--- src/pkg/adc_seq_defs.svh ---
`ifndef ADC_SEQ_DEFS_SVH
`define ADC_SEQ_DEFS_SVH

// Register indices; byte address is four times the index
`define IDX_RESULT_LOW 8'h78
`define IDX_RESULT_HIGH 8'h79
`define IDX_CONTROL_STATUS 8'h7a
`define IDX_CHANNEL_REF 8'h7b
`define IDX_CONTROL_B 8'h7c
`define CSR_RESET 8'h00
`define MUX_RESET 8'h00
`define CTLB_RESET 8'h00
// Control/status fields
`define CSR_EN 7
`define CSR_START 6
`define CSR_ATE 5
`define CSR_FLAG 4
`define CSR_IE 3
// Channel/reference fields
`define MUX_LEFT 5
// Conversion lengths in converter clock cycles
`define FIRST_CONV_CYCLES 5'd25
`define NORMAL_CONV_CYCLES 5'd13
// Saturation limits
`define SE_MAX 10'h3ff
`define DIFF_MAX 10'h1ff
`define DIFF_MIN 10'h200
`endif

--- src/pkg/adc_seq_pkg.sv ---
package adc_seq_pkg;
  typedef enum logic [1:0] {
    REF_EXT_PIN = 2'h0,
    REF_SUPPLY = 2'h1,
    REF_RESERVED = 2'h2,
    REF_BANDGAP = 2'h3
  } reference_t;
  typedef enum logic [1:0] {
    CH_SINGLE,
    CH_DIFF,
    CH_BANDGAP,
    CH_GROUND
  } channel_kind_t;
  typedef enum logic {
    CONV_IDLE,
    CONV_RUN
  } conv_state_t;
endpackage

--- src/core/adc_sequencer_regs.sv ---
// The APB register port is this design's own decision.
`timescale 1ns/1ps
`include "adc_seq_defs.svh"
module adc_sequencer_regs (
  input wire logic mclk_i,
  input wire logic resetn_i,
  input wire logic psel_i,
  input wire logic penable_i,
  input wire logic pwrite_i,
  input wire logic [11:0] paddr_i,
  input wire logic [31:0] pwdata_i,
  output logic [31:0] prdata_o,
  output logic pready_o,
  output logic pslverr_o,
  input wire logic [7:1] trigger_sources_i,
  input wire logic irq_vector_ack_i,
  input wire logic global_irq_enable_i,
  input wire logic [10:0] ana_value_i,
  output logic ana_enable_o,
  output logic ana_sample_o,
  output logic [1:0] ana_reference_o,
  output logic [4:0] ana_channel_o,
  output logic conversion_irq_o
);
  // Control/status storage
  logic converter_enable_r;
  logic auto_trigger_enable_r;
  logic conversion_done_flag_r;
  logic conversion_irq_enable_r;
  logic [2:0] converter_clock_divider_r;
  logic [7:0] channel_reference_select_r;
  logic [2:0] trigger_source_select_r;
  logic [9:0] result_r;
  logic result_lock_r;
  logic first_pending_r;
  logic [31:0] prdata_r;
  logic pready_r;
  logic pslverr_r;
  adc_seq_pkg::conv_state_t state_r;
  logic [4:0] cycles_left_r;
  logic [6:0] prescale_cnt_r;
  logic [1:0] conv_reference_r;
  logic [4:0] conv_channel_r;
  logic ana_sample_r;
  logic irq_r;
  logic [10:0] ana_meta_r;
  logic [10:0] ana_sync_r;
  logic trig_prev_r;

  // Bus decode
  logic [9:0] word_idx;
  logic access_done;
  logic wr_en;
  logic rd_en;
  logic hit_low;
  logic hit_high;
  logic hit_csr;
  logic hit_mux;
  logic hit_ctlb;
  logic mapped;
  assign word_idx = paddr_i[11:2];
  assign access_done = psel_i & penable_i & pready_r;
  assign wr_en = access_done & pwrite_i;
  assign rd_en = access_done & ~pwrite_i;
  assign hit_low = (word_idx == {2'h0, `IDX_RESULT_LOW}) && (paddr_i[1:0] == 2'h0);
  assign hit_high = (word_idx == {2'h0, `IDX_RESULT_HIGH}) && (paddr_i[1:0] == 2'h0);
  assign hit_csr = (word_idx == {2'h0, `IDX_CONTROL_STATUS}) && (paddr_i[1:0] == 2'h0);
  assign hit_mux = (word_idx == {2'h0, `IDX_CHANNEL_REF}) && (paddr_i[1:0] == 2'h0);
  assign hit_ctlb = (word_idx == {2'h0, `IDX_CONTROL_B}) && (paddr_i[1:0] == 2'h0);
  assign mapped = hit_low | hit_high | hit_csr | hit_mux | hit_ctlb;

  // Control write events
  logic csr_wr;
  logic start_req_sw;
  logic busy;
  assign csr_wr = wr_en & hit_csr;
  assign busy = (state_r == adc_seq_pkg::CONV_RUN);
  // Writing zero to the start bit does nothing; start needs enable too
  assign start_req_sw = csr_wr & pwdata_i[`CSR_START] & pwdata_i[`CSR_EN];

  // Prescaler: tick when the low bits of the counter wrap
  logic [6:0] div_mask;
  logic conv_tick;
  always_comb begin
    unique case (converter_clock_divider_r)
      3'h0, 3'h1: div_mask = 7'h01;
      3'h2: div_mask = 7'h03;
      3'h3: div_mask = 7'h07;
      3'h4: div_mask = 7'h0f;
      3'h5: div_mask = 7'h1f;
      3'h6: div_mask = 7'h3f;
      3'h7: div_mask = 7'h7f;
    endcase
  end
  assign conv_tick = ((prescale_cnt_r & div_mask) == div_mask);

  // Free-running prescaler, held at zero while the converter is off
  always_ff @(posedge mclk_i or negedge resetn_i) begin
    if (!resetn_i) begin
      prescale_cnt_r <= 7'h00;
    end else if (!converter_enable_r) begin
      prescale_cnt_r <= 7'h00;
    end else begin
      prescale_cnt_r <= prescale_cnt_r + 7'h01;
    end
  end

  // Trigger selection; source zero feeds a constant so no edge appears
  logic trig_sel;
  logic trig_edge;
  assign trig_sel = (trigger_source_select_r == 3'h0) ? 1'b0 :
                    trigger_sources_i[trigger_source_select_r];
  assign trig_edge = trig_sel & ~trig_prev_r;
  always_ff @(posedge mclk_i or negedge resetn_i) begin
    if (!resetn_i) begin
      trig_prev_r <= 1'b0;
    end else begin
      trig_prev_r <= trig_sel;
    end
  end

  // Analog value comes from another domain: two flops first
  always_ff @(posedge mclk_i or negedge resetn_i) begin
    if (!resetn_i) begin
      ana_meta_r <= 11'h000;
      ana_sync_r <= 11'h000;
    end else begin
      ana_meta_r <= ana_value_i;
      ana_sync_r <= ana_meta_r;
    end
  end

  // Channel kind decode of the latched channel
  adc_seq_pkg::channel_kind_t conv_kind;
  always_comb begin
    if (conv_channel_r == 5'h1e) begin
      conv_kind = adc_seq_pkg::CH_BANDGAP;
    end else if (conv_channel_r == 5'h1f) begin
      conv_kind = adc_seq_pkg::CH_GROUND;
    end else if (conv_channel_r[4]) begin
      conv_kind = adc_seq_pkg::CH_DIFF;
    end else begin
      conv_kind = adc_seq_pkg::CH_SINGLE;
    end
  end

  // Code forming: saturate the front-end value to the legal range
  logic [9:0] conv_code;
  always_comb begin
    conv_code = 10'h000;
    unique case (conv_kind)
      adc_seq_pkg::CH_DIFF: begin
        if (!ana_sync_r[10] && (ana_sync_r[9] != 1'b0)) begin
          conv_code = `DIFF_MAX;
        end else if (ana_sync_r[10] && (ana_sync_r[9] != 1'b1)) begin
          conv_code = `DIFF_MIN;
        end else begin
          conv_code = ana_sync_r[9:0];
        end
      end
      adc_seq_pkg::CH_GROUND: conv_code = 10'h000;
      default: begin
        conv_code = ana_sync_r[10] ? `SE_MAX : ana_sync_r[9:0];
      end
    endcase
  end

  // Conversion sequencing
  logic conv_last;
  logic conv_finish;
  logic free_running;
  logic start_any;
  assign conv_last = busy & conv_tick & (cycles_left_r == 5'd1);
  assign conv_finish = conv_last & converter_enable_r;
  assign free_running = auto_trigger_enable_r & (trigger_source_select_r == 3'h0);
  assign start_any = start_req_sw | (converter_enable_r & auto_trigger_enable_r & trig_edge)
                     | (conv_finish & free_running);

  // Conversion state; an enable write of zero aborts at once
  always_ff @(posedge mclk_i or negedge resetn_i) begin
    if (!resetn_i) begin
      state_r <= adc_seq_pkg::CONV_IDLE;
      cycles_left_r <= 5'd0;
      conv_reference_r <= 2'h0;
      conv_channel_r <= 5'h00;
    end else if (csr_wr && !pwdata_i[`CSR_EN]) begin
      state_r <= adc_seq_pkg::CONV_IDLE;
      cycles_left_r <= 5'd0;
    end else if (start_any && (!busy || conv_finish)) begin
      state_r <= adc_seq_pkg::CONV_RUN;
      cycles_left_r <= first_pending_r || (csr_wr && !converter_enable_r) ?
                       `FIRST_CONV_CYCLES : `NORMAL_CONV_CYCLES;
      conv_reference_r <= channel_reference_select_r[7:6];
      conv_channel_r <= channel_reference_select_r[4:0];
    end else if (conv_finish) begin
      state_r <= adc_seq_pkg::CONV_IDLE;
      cycles_left_r <= 5'd0;
    end else if (busy && conv_tick) begin
      cycles_left_r <= cycles_left_r - 5'd1;
    end
  end

  // First conversion after enabling runs the longer initialisation
  always_ff @(posedge mclk_i or negedge resetn_i) begin
    if (!resetn_i) begin
      first_pending_r <= 1'b0;
    end else if (csr_wr && pwdata_i[`CSR_EN] && !converter_enable_r) begin
      first_pending_r <= !start_req_sw;
    end else if (csr_wr && !pwdata_i[`CSR_EN]) begin
      first_pending_r <= 1'b0;
    end else if (start_any && !busy) begin
      first_pending_r <= 1'b0;
    end
  end

  // Control/status register; enable, auto-trigger, interrupt enable and divider written as given
  always_ff @(posedge mclk_i or negedge resetn_i) begin
    if (!resetn_i) begin
      converter_enable_r <= 1'(`CSR_RESET >> `CSR_EN);
      auto_trigger_enable_r <= 1'b0;
      conversion_irq_enable_r <= 1'b0;
      converter_clock_divider_r <= 3'h0;
    end else if (csr_wr) begin
      converter_enable_r <= pwdata_i[`CSR_EN];
      auto_trigger_enable_r <= pwdata_i[`CSR_ATE];
      conversion_irq_enable_r <= pwdata_i[`CSR_IE];
      converter_clock_divider_r <= pwdata_i[2:0];
    end
  end

  // Done flag: a completion in the clearing cycle still sets it
  always_ff @(posedge mclk_i or negedge resetn_i) begin
    if (!resetn_i) begin
      conversion_done_flag_r <= 1'b0;
    end else if (conv_finish) begin
      conversion_done_flag_r <= 1'b1;
    end else if (irq_vector_ack_i || (csr_wr && pwdata_i[`CSR_FLAG])) begin
      conversion_done_flag_r <= 1'b0;
    end
  end

  // Interrupt request follows flag and both enables
  always_ff @(posedge mclk_i or negedge resetn_i) begin
    if (!resetn_i) begin
      irq_r <= 1'b0;
    end else begin
      irq_r <= conversion_done_flag_r & conversion_irq_enable_r & global_irq_enable_i;
    end
  end

  // Result holding register; a locked pair discards the new result
  always_ff @(posedge mclk_i or negedge resetn_i) begin
    if (!resetn_i) begin
      result_r <= 10'h000;
    end else if (conv_finish && !result_lock_r) begin
      result_r <= conv_code;
    end
  end

  // Low byte read locks, high byte read releases
  always_ff @(posedge mclk_i or negedge resetn_i) begin
    if (!resetn_i) begin
      result_lock_r <= 1'b0;
    end else if (rd_en && hit_high) begin
      result_lock_r <= 1'b0;
    end else if (rd_en && hit_low) begin
      result_lock_r <= 1'b1;
    end
  end

  // Channel/reference and trigger source registers
  always_ff @(posedge mclk_i or negedge resetn_i) begin
    if (!resetn_i) begin
      channel_reference_select_r <= `MUX_RESET;
      trigger_source_select_r <= 3'h0;
    end else begin
      if (wr_en && hit_mux) begin
        channel_reference_select_r <= pwdata_i[7:0];
      end
      if (wr_en && hit_ctlb) begin
        trigger_source_select_r <= pwdata_i[2:0];
      end
    end
  end

  // Presentation follows the live justify bit
  logic [7:0] res_low;
  logic [7:0] res_high;
  always_comb begin
    if (channel_reference_select_r[`MUX_LEFT]) begin
      res_high = result_r[9:2];
      res_low = {result_r[1:0], 6'h00};
    end else begin
      res_high = {6'h00, result_r[9:8]};
      res_low = result_r[7:0];
    end
  end

  // Read mux
  logic [7:0] rd_byte;
  always_comb begin
    rd_byte = 8'h00;
    if (hit_low) begin
      rd_byte = res_low;
    end else if (hit_high) begin
      rd_byte = res_high;
    end else if (hit_csr) begin
      rd_byte = {converter_enable_r, busy, auto_trigger_enable_r, conversion_done_flag_r,
                 conversion_irq_enable_r, converter_clock_divider_r};
    end else if (hit_mux) begin
      rd_byte = channel_reference_select_r;
    end else if (hit_ctlb) begin
      rd_byte = {5'h00, trigger_source_select_r};
    end
  end

  // APB slave: one wait cycle, data captured in the first access cycle
  always_ff @(posedge mclk_i or negedge resetn_i) begin
    if (!resetn_i) begin
      pready_r <= 1'b0;
      prdata_r <= 32'h0000_0000;
      pslverr_r <= 1'b0;
    end else begin
      pready_r <= psel_i & penable_i & ~pready_r;
      if (psel_i && penable_i && !pready_r) begin
        prdata_r <= {24'h00_0000, rd_byte};
        pslverr_r <= ~mapped;
      end else begin
        pslverr_r <= 1'b0;
      end
    end
  end

  // Front-end controls from flops; sample strobe marks conversion start
  always_ff @(posedge mclk_i or negedge resetn_i) begin
    if (!resetn_i) begin
      ana_sample_r <= 1'b0;
    end else begin
      ana_sample_r <= start_any & (!busy | conv_finish) & ~(csr_wr & ~pwdata_i[`CSR_EN]);
    end
  end

  assign prdata_o = prdata_r;
  assign pready_o = pready_r;
  assign pslverr_o = pslverr_r;
  assign ana_enable_o = converter_enable_r;
  assign ana_sample_o = ana_sample_r;
  assign ana_reference_o = conv_reference_r;
  assign ana_channel_o = conv_channel_r;
  assign conversion_irq_o = irq_r;
endmodule // adc_sequencer_regs

--- config.mk ---
export PLATFORM = sky130hd
export DESIGN_NAME = adc_sequencer_regs
export DESIGN_NICKNAME = d
export VERILOG_FILES = /design/src/pkg/adc_seq_pkg.sv /design/src/core/adc_sequencer_regs.sv
export VERILOG_INCLUDE_DIRS = /design/src /design/src/pkg
export SDC_FILE = /design/constraint.sdc
export NUM_CORES = 1
export LEC_CHECK = 0
export BUFFER_PORTS_ARGS = -buffer_cell sky130_fd_sc_hd__buf_4
export CORE_ASPECT_RATIO = 0.5
export CORE_MARGIN = 2
export CORE_UTILIZATION = 45
export CTS_BUF_LIST = sky130_fd_sc_hd__clkbuf_8
export CTS_CLUSTER_SIZE = 40
export DETAILED_ROUTE_END_ITERATION = 10
export HOLD_SLACK_MARGIN = 0.03
export PLACE_DENSITY = 0.67
export RECOVER_POWER = 100
export SYNTH_ARGS = -nofsm -noshare
export SYNTH_HDL_FRONTEND = slang
export SYNTH_SLANG_ARGS = --single-unit
--- constraint.sdc ---
create_clock -name mclk_i -period 2.8 [get_ports mclk_i]
set_clock_uncertainty 0.15 [all_clocks]
set_input_delay 0.28 -clock mclk_i [delete_from_list [all_inputs] [get_ports mclk_i]]
set_output_delay 0.28 -clock mclk_i [all_outputs]
set_load 0.01 [all_outputs]
# Word level (Yosys, flattened, before mapping)
# Memory sizes are Yosys's and may differ from the RTL's.
# Index checks and enable logic that the tools add are counted.
[classes]
n_lt_le_gt_ge = 1
addsub = 2
eq_ne = 11
reduce_logical = 40
bitwise = 37
mux = 34
[ops]
columns = ["op", "count"]
rows = [
  ["10-bit by 7-bit == test with 1-bit output (second input constant)", 5],
  ["8-bit two-way mux", 6],
  ["10-bit two-way mux", 3],
  ["5-bit two-way mux", 5],
  ["1-bit logical AND", 22],
  ["1-bit bitwise AND", 21],
  ["10-bit case mux with 2 select lines", 1],
  ["1-bit two-way mux", 14],
  ["5-bit == test (second input constant)", 2],
  ["1-bit NOT", 8],
  ["7-bit by 1-bit adder with 7-bit output (second input constant)", 1],
  ["7-bit bitwise AND", 1],
  ["7-bit == test", 1],
  ["1-bit logical NOT", 7],
  ["7-bit two-way mux", 1],
  ["1-bit bitwise OR", 7],
  ["3-bit nonzero test", 2],
  ["5-bit by 1-bit == test with 1-bit output (second input constant)", 1],
  ["5-bit by 1-bit subtractor with 5-bit output (second input constant)", 1],
  ["3-bit by 4-bit < comparator with 1-bit output (second input constant)", 1],
  ["2-bit two-way mux", 2],
  ["2-bit nonzero test", 2],
  ["4-bit nonzero test", 1],
  ["1-bit binary-select mux with 3-bit select", 1],
  ["7 further kinds", 9],
]
[word_totals]
rom_bits = 48
register_bits = 85
n_memories = 1
inputBits = 69
[memory_table]
columns = ["memory", "words", "width", "rd", "rd_clocked_by_memory_dff", "wr", "line_no", "text"]
rows = [
  ["(no name shown)", 8, 6, 1, 0, 0, "adc_sequencer_regs.sv:85", "unique case (converter_clock_divider_r)"],
]

# Longest topological paths before layout
[depth]
depth_word = 12
mapped_depth = 9

# Least setup slack after synthesis
# No wires, ideal clock.
[synth_path]
path_kind = "flip-flop to flip-flop"
start = "register cycles_left_r[1]"
end = "register conv_channel_r[0], in the netlist ana_channel_o[0]"
setup_ns = 0.125
path_stages_with_launch = 9
slack_ns = 0.332
required_time_ns = 2.525
path_buffers = 0
synth_period_minus_slack_ns = 2.468
arrival_ns = 2.193
path_cell_list = "dfrtp_1 inv_1 ha_1 or4b_4 a2111oi_4 nand4_4 a2bb2oi_4 o21ai_4 mux2_4"
[synth_between]
elab_chain_len = 7
word_cells_on_any_way = 8
[synth_rtl]
columns = ["element", "line_no", "text"]
rows = [
  ["from (decl)", "adc_sequencer_regs.sv:40", "logic [4:0] cycles_left_r;"],
  ["from (signal assigned)", "adc_sequencer_regs.sv:191", "cycles_left_r <= first_pending_r || (csr_wr && !converter_enable_r) ?"],
  ["from (signal assigned)", "adc_sequencer_regs.sv:199", "cycles_left_r <= cycles_left_r - 5'd1;"],
  ["5-bit by 1-bit == test with 1-bit output *", "adc_sequencer_regs.sv:173", "assign conv_last = busy & conv_tick & (cycles_left_r == 5'd1);"],
  ["1-bit bitwise AND *", "adc_sequencer_regs.sv:173", ""],
  ["1-bit bitwise AND *", "adc_sequencer_regs.sv:174", "assign conv_finish = conv_last & converter_enable_r;"],
  ["1-bit bitwise AND", "adc_sequencer_regs.sv:177", "| (conv_finish & free_running);"],
  ["1-bit bitwise OR", "adc_sequencer_regs.sv:177", ""],
  ["1-bit logical AND *", "adc_sequencer_regs.sv:189", "end else if (start_any && (!busy || conv_finish)) begin"],
  ["2-bit AND reduction (no source line) *", "n/a", ""],
  ["to (signal assigned)", "adc_sequencer_regs.sv:194", "conv_channel_r <= channel_reference_select_r[4:0];"],
  ["to (decl)", "adc_sequencer_regs.sv:43", "logic [4:0] conv_channel_r;"],
]
# Every way passes the cells marked *; elsewhere a longest branch is shown, timed or not.
# A chain may end at the register's enable or synchronous reset.

# Worst setup path after layout
[layout_path]
start = "register cycles_left_r[1]"
end = "register conv_reference_r[0], in the netlist ana_reference_o[0]"
[layout_between]
elab_chain_len = 7
word_cells_on_any_way = 8
[layout_rtl]
columns = ["element", "line_no", "text"]
rows = [
  ["5-bit by 1-bit == test with 1-bit output *", "adc_sequencer_regs.sv:173", ""],
  ["1-bit bitwise AND *", "adc_sequencer_regs.sv:173", ""],
  ["1-bit bitwise AND *", "adc_sequencer_regs.sv:174", ""],
  ["1-bit bitwise AND", "adc_sequencer_regs.sv:177", ""],
  ["1-bit bitwise OR", "adc_sequencer_regs.sv:177", ""],
  ["1-bit logical AND *", "adc_sequencer_regs.sv:189", ""],
  ["2-bit AND reduction (no source line) *", "n/a", ""],
  ["to (signal assigned)", "adc_sequencer_regs.sv:193", "conv_reference_r <= channel_reference_select_r[7:6];"],
  ["to (decl)", "adc_sequencer_regs.sv:42", "logic [1:0] conv_reference_r;"],
]
# Marked as above.

==> out/results.txt <==
The total power divided by cell area works out to 558.8 nW/µm². The run gives 3,081 as the total via count after detailed routing. The worst slack after detailed placement came out at 150.3 ps.

The logs give 14.66 mm for the global-route wire length before repair and 2.339 nW for the standby leakage power. The run gives 378 as the count of mapped cells out of synthesis. Library cell with the largest summed area after synthesis: sky130_fd_sc_hd__dfrtp_1. The run gives 4185 µm² as the mapped cell area. Setup repair after global routing left no endpoint under its margin.

Number of antenna violations at the first check in global routing: 0. The tools report the element type at the critical path start as a register. The transition time of the tightest slew-check pin is 1855 ps, and the arrival time reported for the critical path endpoint is 2770 ps. The setup slack of the critical path after layout is 128.0 ps, and the sink count of the clock tree is 85. The count of endpoints failing setup in the final report was 0; the area of the placeable core was 8859 µm². Summed over all layers, the global routing overflow is 0. The Yosys step of the flow raised 0 warnings. The peak clock frequency supported by timing was 374.2 MHz; the register bit count reported by yosys was 85. The count of flip-flops with a built-in enable after synthesis works out to 0. The residual DRC count was 0; the maximum cell stage delay along the critical path was 490 ps. The fraction of synthesized cell area taken by the top area cell type works out to 0.5082. Wires add up to 8.752 mm.

Traced cell by cell, the critical path runs through inv_1, ha_1, or4b_4, a2111oi_4, nand4_4, a2bb2oi_4, o21ai_4, mux2_4. Layout cell share with drive strength beyond 1: 0.1874. CTS placed an instance of sky130_fd_sc_hd__clkbuf_8 at the clock tree root. The cell family contributing the most delay on the critical path is compound AO/OA/AOI/OAI gates.

Buffers placed on the I/O ports in this run total 64. The type of the worst min-delay path is input pin to register. By area the synthesized netlist is led by sky130_fd_sc_hd__dfrtp_1 (51%), sky130_fd_sc_hd__buf_4 (4.3%), sky130_fd_sc_hd__mux2_1 (3.2%). The number of hold violations in the final report was 0; the chip height was 72.20 µm. The compound-gate portion of the synthesized area is 0.1324. The sum of buffers and inverters on the critical path was 1; the share of the clock period used by the worst path after layout was 0.9543.

The final reports fail on capacitance limit, slew limit. The share of the synthesized netlist area taken by xor and xnor gates was 0.01256; the starting DRC count in detailed routing was 188. The number of different library cells used by synthesis comes to 67. In this run the horizontal extent of the chip is 140.4 µm. The multiplexer area fraction after synthesis is 0.1001, and the wire length per cell is 14.78 µm. For the worst hold slack across all endpoints, the log shows 157.6 ps.

The number of global-route vias before repair is 2,973, and the clock slew seen by the registers of the worst setup and hold paths is 90 ps. Summed over all failing endpoints, the final setup total negative slack is 0 ps. The first-pass detailed-route iteration total was 4. CTS built an H-tree with a depth of 3.

The run gives 86 as the largest net degree at the start of global routing. For the worst setup path, the data required time is 2900 ps. TritonCTS built the clock tree. The tools report the initial cell density of the core as 0.4725. The tools report the overall global routing resource usage as 0.1866.

Each instance of the synthesized netlist takes up on average 11.07 µm². The slowest stage of the critical path belongs to the cell sky130_fd_sc_hd__or4b_4. The maximum number of buffers from clock root to sink is 2, and the source-to-sink clock delay at the later pin of the worst-skew pair is 370 ps. The top flip-flop cell by instance count after synthesis was sky130_fd_sc_hd__dfrtp_1. After clock tree synthesis, the repair step resized 0 gates.

In this run the remaining antenna-violating nets after routing total 0. The total inserted antenna cells was 0. The floorplan has 24 rows. After synthesis, the largest family of logic cells by area is simple AND/OR/NAND/NOR gates. The critical path start-end classification is register to register. The register area share after synthesis came out at 0.5082.

The proportion of synthesized flip-flops having asynchronous set or reset is 1.000, and the worst ir drop on vdd is 0.3286 mV. For the TritonCTS buffer count, the log shows 9. The tools report the layout net count as 542. The flow ran to the end, but the final reports show violations. Relative to the synthesized area, the layout overhead comes to 20.60%. The share of synthesized cell area in full adder, half adder and majority cells works out to 0.008969. After detailed routing, the number of vias per cell comes to 5.204. Number of max-slew violations in the final report: 86.

The floorplan step defined a die boundary enclosing 10,140 µm². The run gives -0.2368 as the worst max-slew margin expressed relative to the limit. The type of element capturing the critical path is a register. The logs give 0.8052 for the final weighted congestion of routability-driven global placement and 0.5698 for the final design utilization.

The tools report the number of placed I/O pins as 113. Along the worst path, the maximum fanout reaches 8. Counting I/O delays and the setup requirement, the final critical path takes 2672 ps.

The tools report the reported max-cap violation count as 1. For the HPWL after detailed placement, the log shows 6.225 mm. The simple-gate area share of the yosys netlist came out at 0.1710.
## routing by layer
| layer | GRT usage | part of all wire | wire length (µm) | vias up |
|---|---|---|---|---|
| met1 | 0.2539 | 0.48 | 4160 | 1500 |
| met2 | 0.2952 | 0.47 | 4089 | 76 |
| li1 | - | - | - | 1497 |
| met4 | 0.05836 | 0.011 | 95 | 0 |
| met5 | 0 | 0 | 0 | - |
| met3 | 0.05347 | 0.046 | 406 | 8 |
## state kept, by name (all words and copies together), names as in the netlist, 2 cells and up
register                    count
trigger_source_select_r         3
ana_sync_r                     11
ana_meta_r                     11
prdata_o                        8
cycles_left_r                   5
ana_channel_o                   5
channel_reference_select_r      8
result_r                       10
converter_clock_divider_r       3
ana_reference_o                 2
prescale_cnt_r                  7
## final timing paths
path | slack [ps] | depth (start not counted) | to | from
min in group asynchronous | 830 | 2 | ana_channel_o[4]$_DFFE_PN0P_ | resetn_i
max in group asynchronous | 570 | 2 | channel_reference_select_r[0]$_DFFE_PN0P_ | resetn_i
hold reg to reg | 200 | 0 | ana_sync_r[8]$_DFF_PN0_ | ana_meta_r[8]$_DFF_PN0_
hold / removal | 160 | 4 | result_lock_r$_DFFE_PN0P_ | penable_i
setup / recovery | 130 | 8 | ana_reference_o[0]$_DFFE_PN0P_ | cycles_left_r[1]$_DFFE_PN0P_
setup reg to reg | 130 | 8 | ana_reference_o[0]$_DFFE_PN0P_ | cycles_left_r[1]$_DFFE_PN0P_
## kinds of logic after synthesis
group / Yosys count
compound gates: 78
xor+xnor: 6
fa+ha+maj: 3
buf+inv: 48
flops: 85
mux: 35
other cells: 1
simple gates: 122
## layout by cell type, fill, tap and decap left out, types with 5 or more instances in the layout
cell                             n
sky130_fd_sc_hd__mux2_1         12
sky130_fd_sc_hd__a21oi_1        14
sky130_fd_sc_hd__nor3_1         10
sky130_fd_sc_hd__o21ai_0        22
sky130_fd_sc_hd__mux2i_1        10
sky130_fd_sc_hd__clkbuf_8       10
sky130_fd_sc_hd__nand2_1        35
sky130_fd_sc_hd__clkbuf_1       25
sky130_fd_sc_hd__mux2_4          7
sky130_fd_sc_hd__buf_4          31
sky130_fd_sc_hd__nand3_1        10
sky130_fd_sc_hd__clkbuf_4       13
sky130_fd_sc_hd__mux2_2          5
sky130_fd_sc_hd__nor2_1         21
sky130_fd_sc_hd__dlygate4sd3_1  23
sky130_fd_sc_hd__inv_1          12
sky130_fd_sc_hd__conb_1         24
sky130_fd_sc_hd__a21o_1          5
sky130_fd_sc_hd__dfrtp_1        85
sky130_fd_sc_hd__o21ai_1         5
## stage by stage
step,instance area [µm²],total power [mW],cells
2_1_floorplan,4272,1.795,401
3_3_place_gp,4725,1.931,553
3_5_place_dp,4725,1.936,553
4_1_cts,5156,2.846,592
5_1_grt,5047,2.987,592
6_report,5047,2.820,592
## what timing repair did
action                                  4_1_cts  5_1_grt
endpoints found under the setup margin        0        0
hold endpoints to repair                    117        0
buffers inserted                              0        0
hold buffers                                 23        0
## cell usage after synthesis, drive strengths merged (4+ instances only)
master   count
a2111oi      4
a21o         5
a21oi       14
a221oi       4
a2bb2oi      4
and2         4
buf         29
clkbuf       8
dfrtp       85
inv         11
mux2        24
mux2i       10
nand2       35
nand3       10
nor2        22
nor2b        4
nor3        11
nor4         6
o21ai       29
or2          4
xor2         4
## power breakdown
group          total [mW]  switching (mW)  internal [mW]
registers            1.44           0.110           1.33
logic               0.500           0.256          0.244
clock network       0.883           0.446          0.437
total                2.82           0.813           2.01
## cell type report
| type | count | area, µm² |
|---|---|---|
| timing repair buffer | 95 | 669.4 |
| clock buffer | 10 | 137.6 |
| sequential | 85 | 2127 |
| tap | 117 | 146.4 |
| clock inverter | 6 | 63.81 |
| fill | 773 | 3811 |
| inverter | 11 | 41.29 |
| multi-input combinational | 268 | 1862 |
## tightest hold or removal path: stages
cell and delay [ps]:
sky130_fd_sc_hd__buf_4 120, sky130_fd_sc_hd__nand3_1 70, sky130_fd_sc_hd__nor3_1 60, sky130_fd_sc_hd__mux2i_1 110
Power figures use the tool's default switching activity.
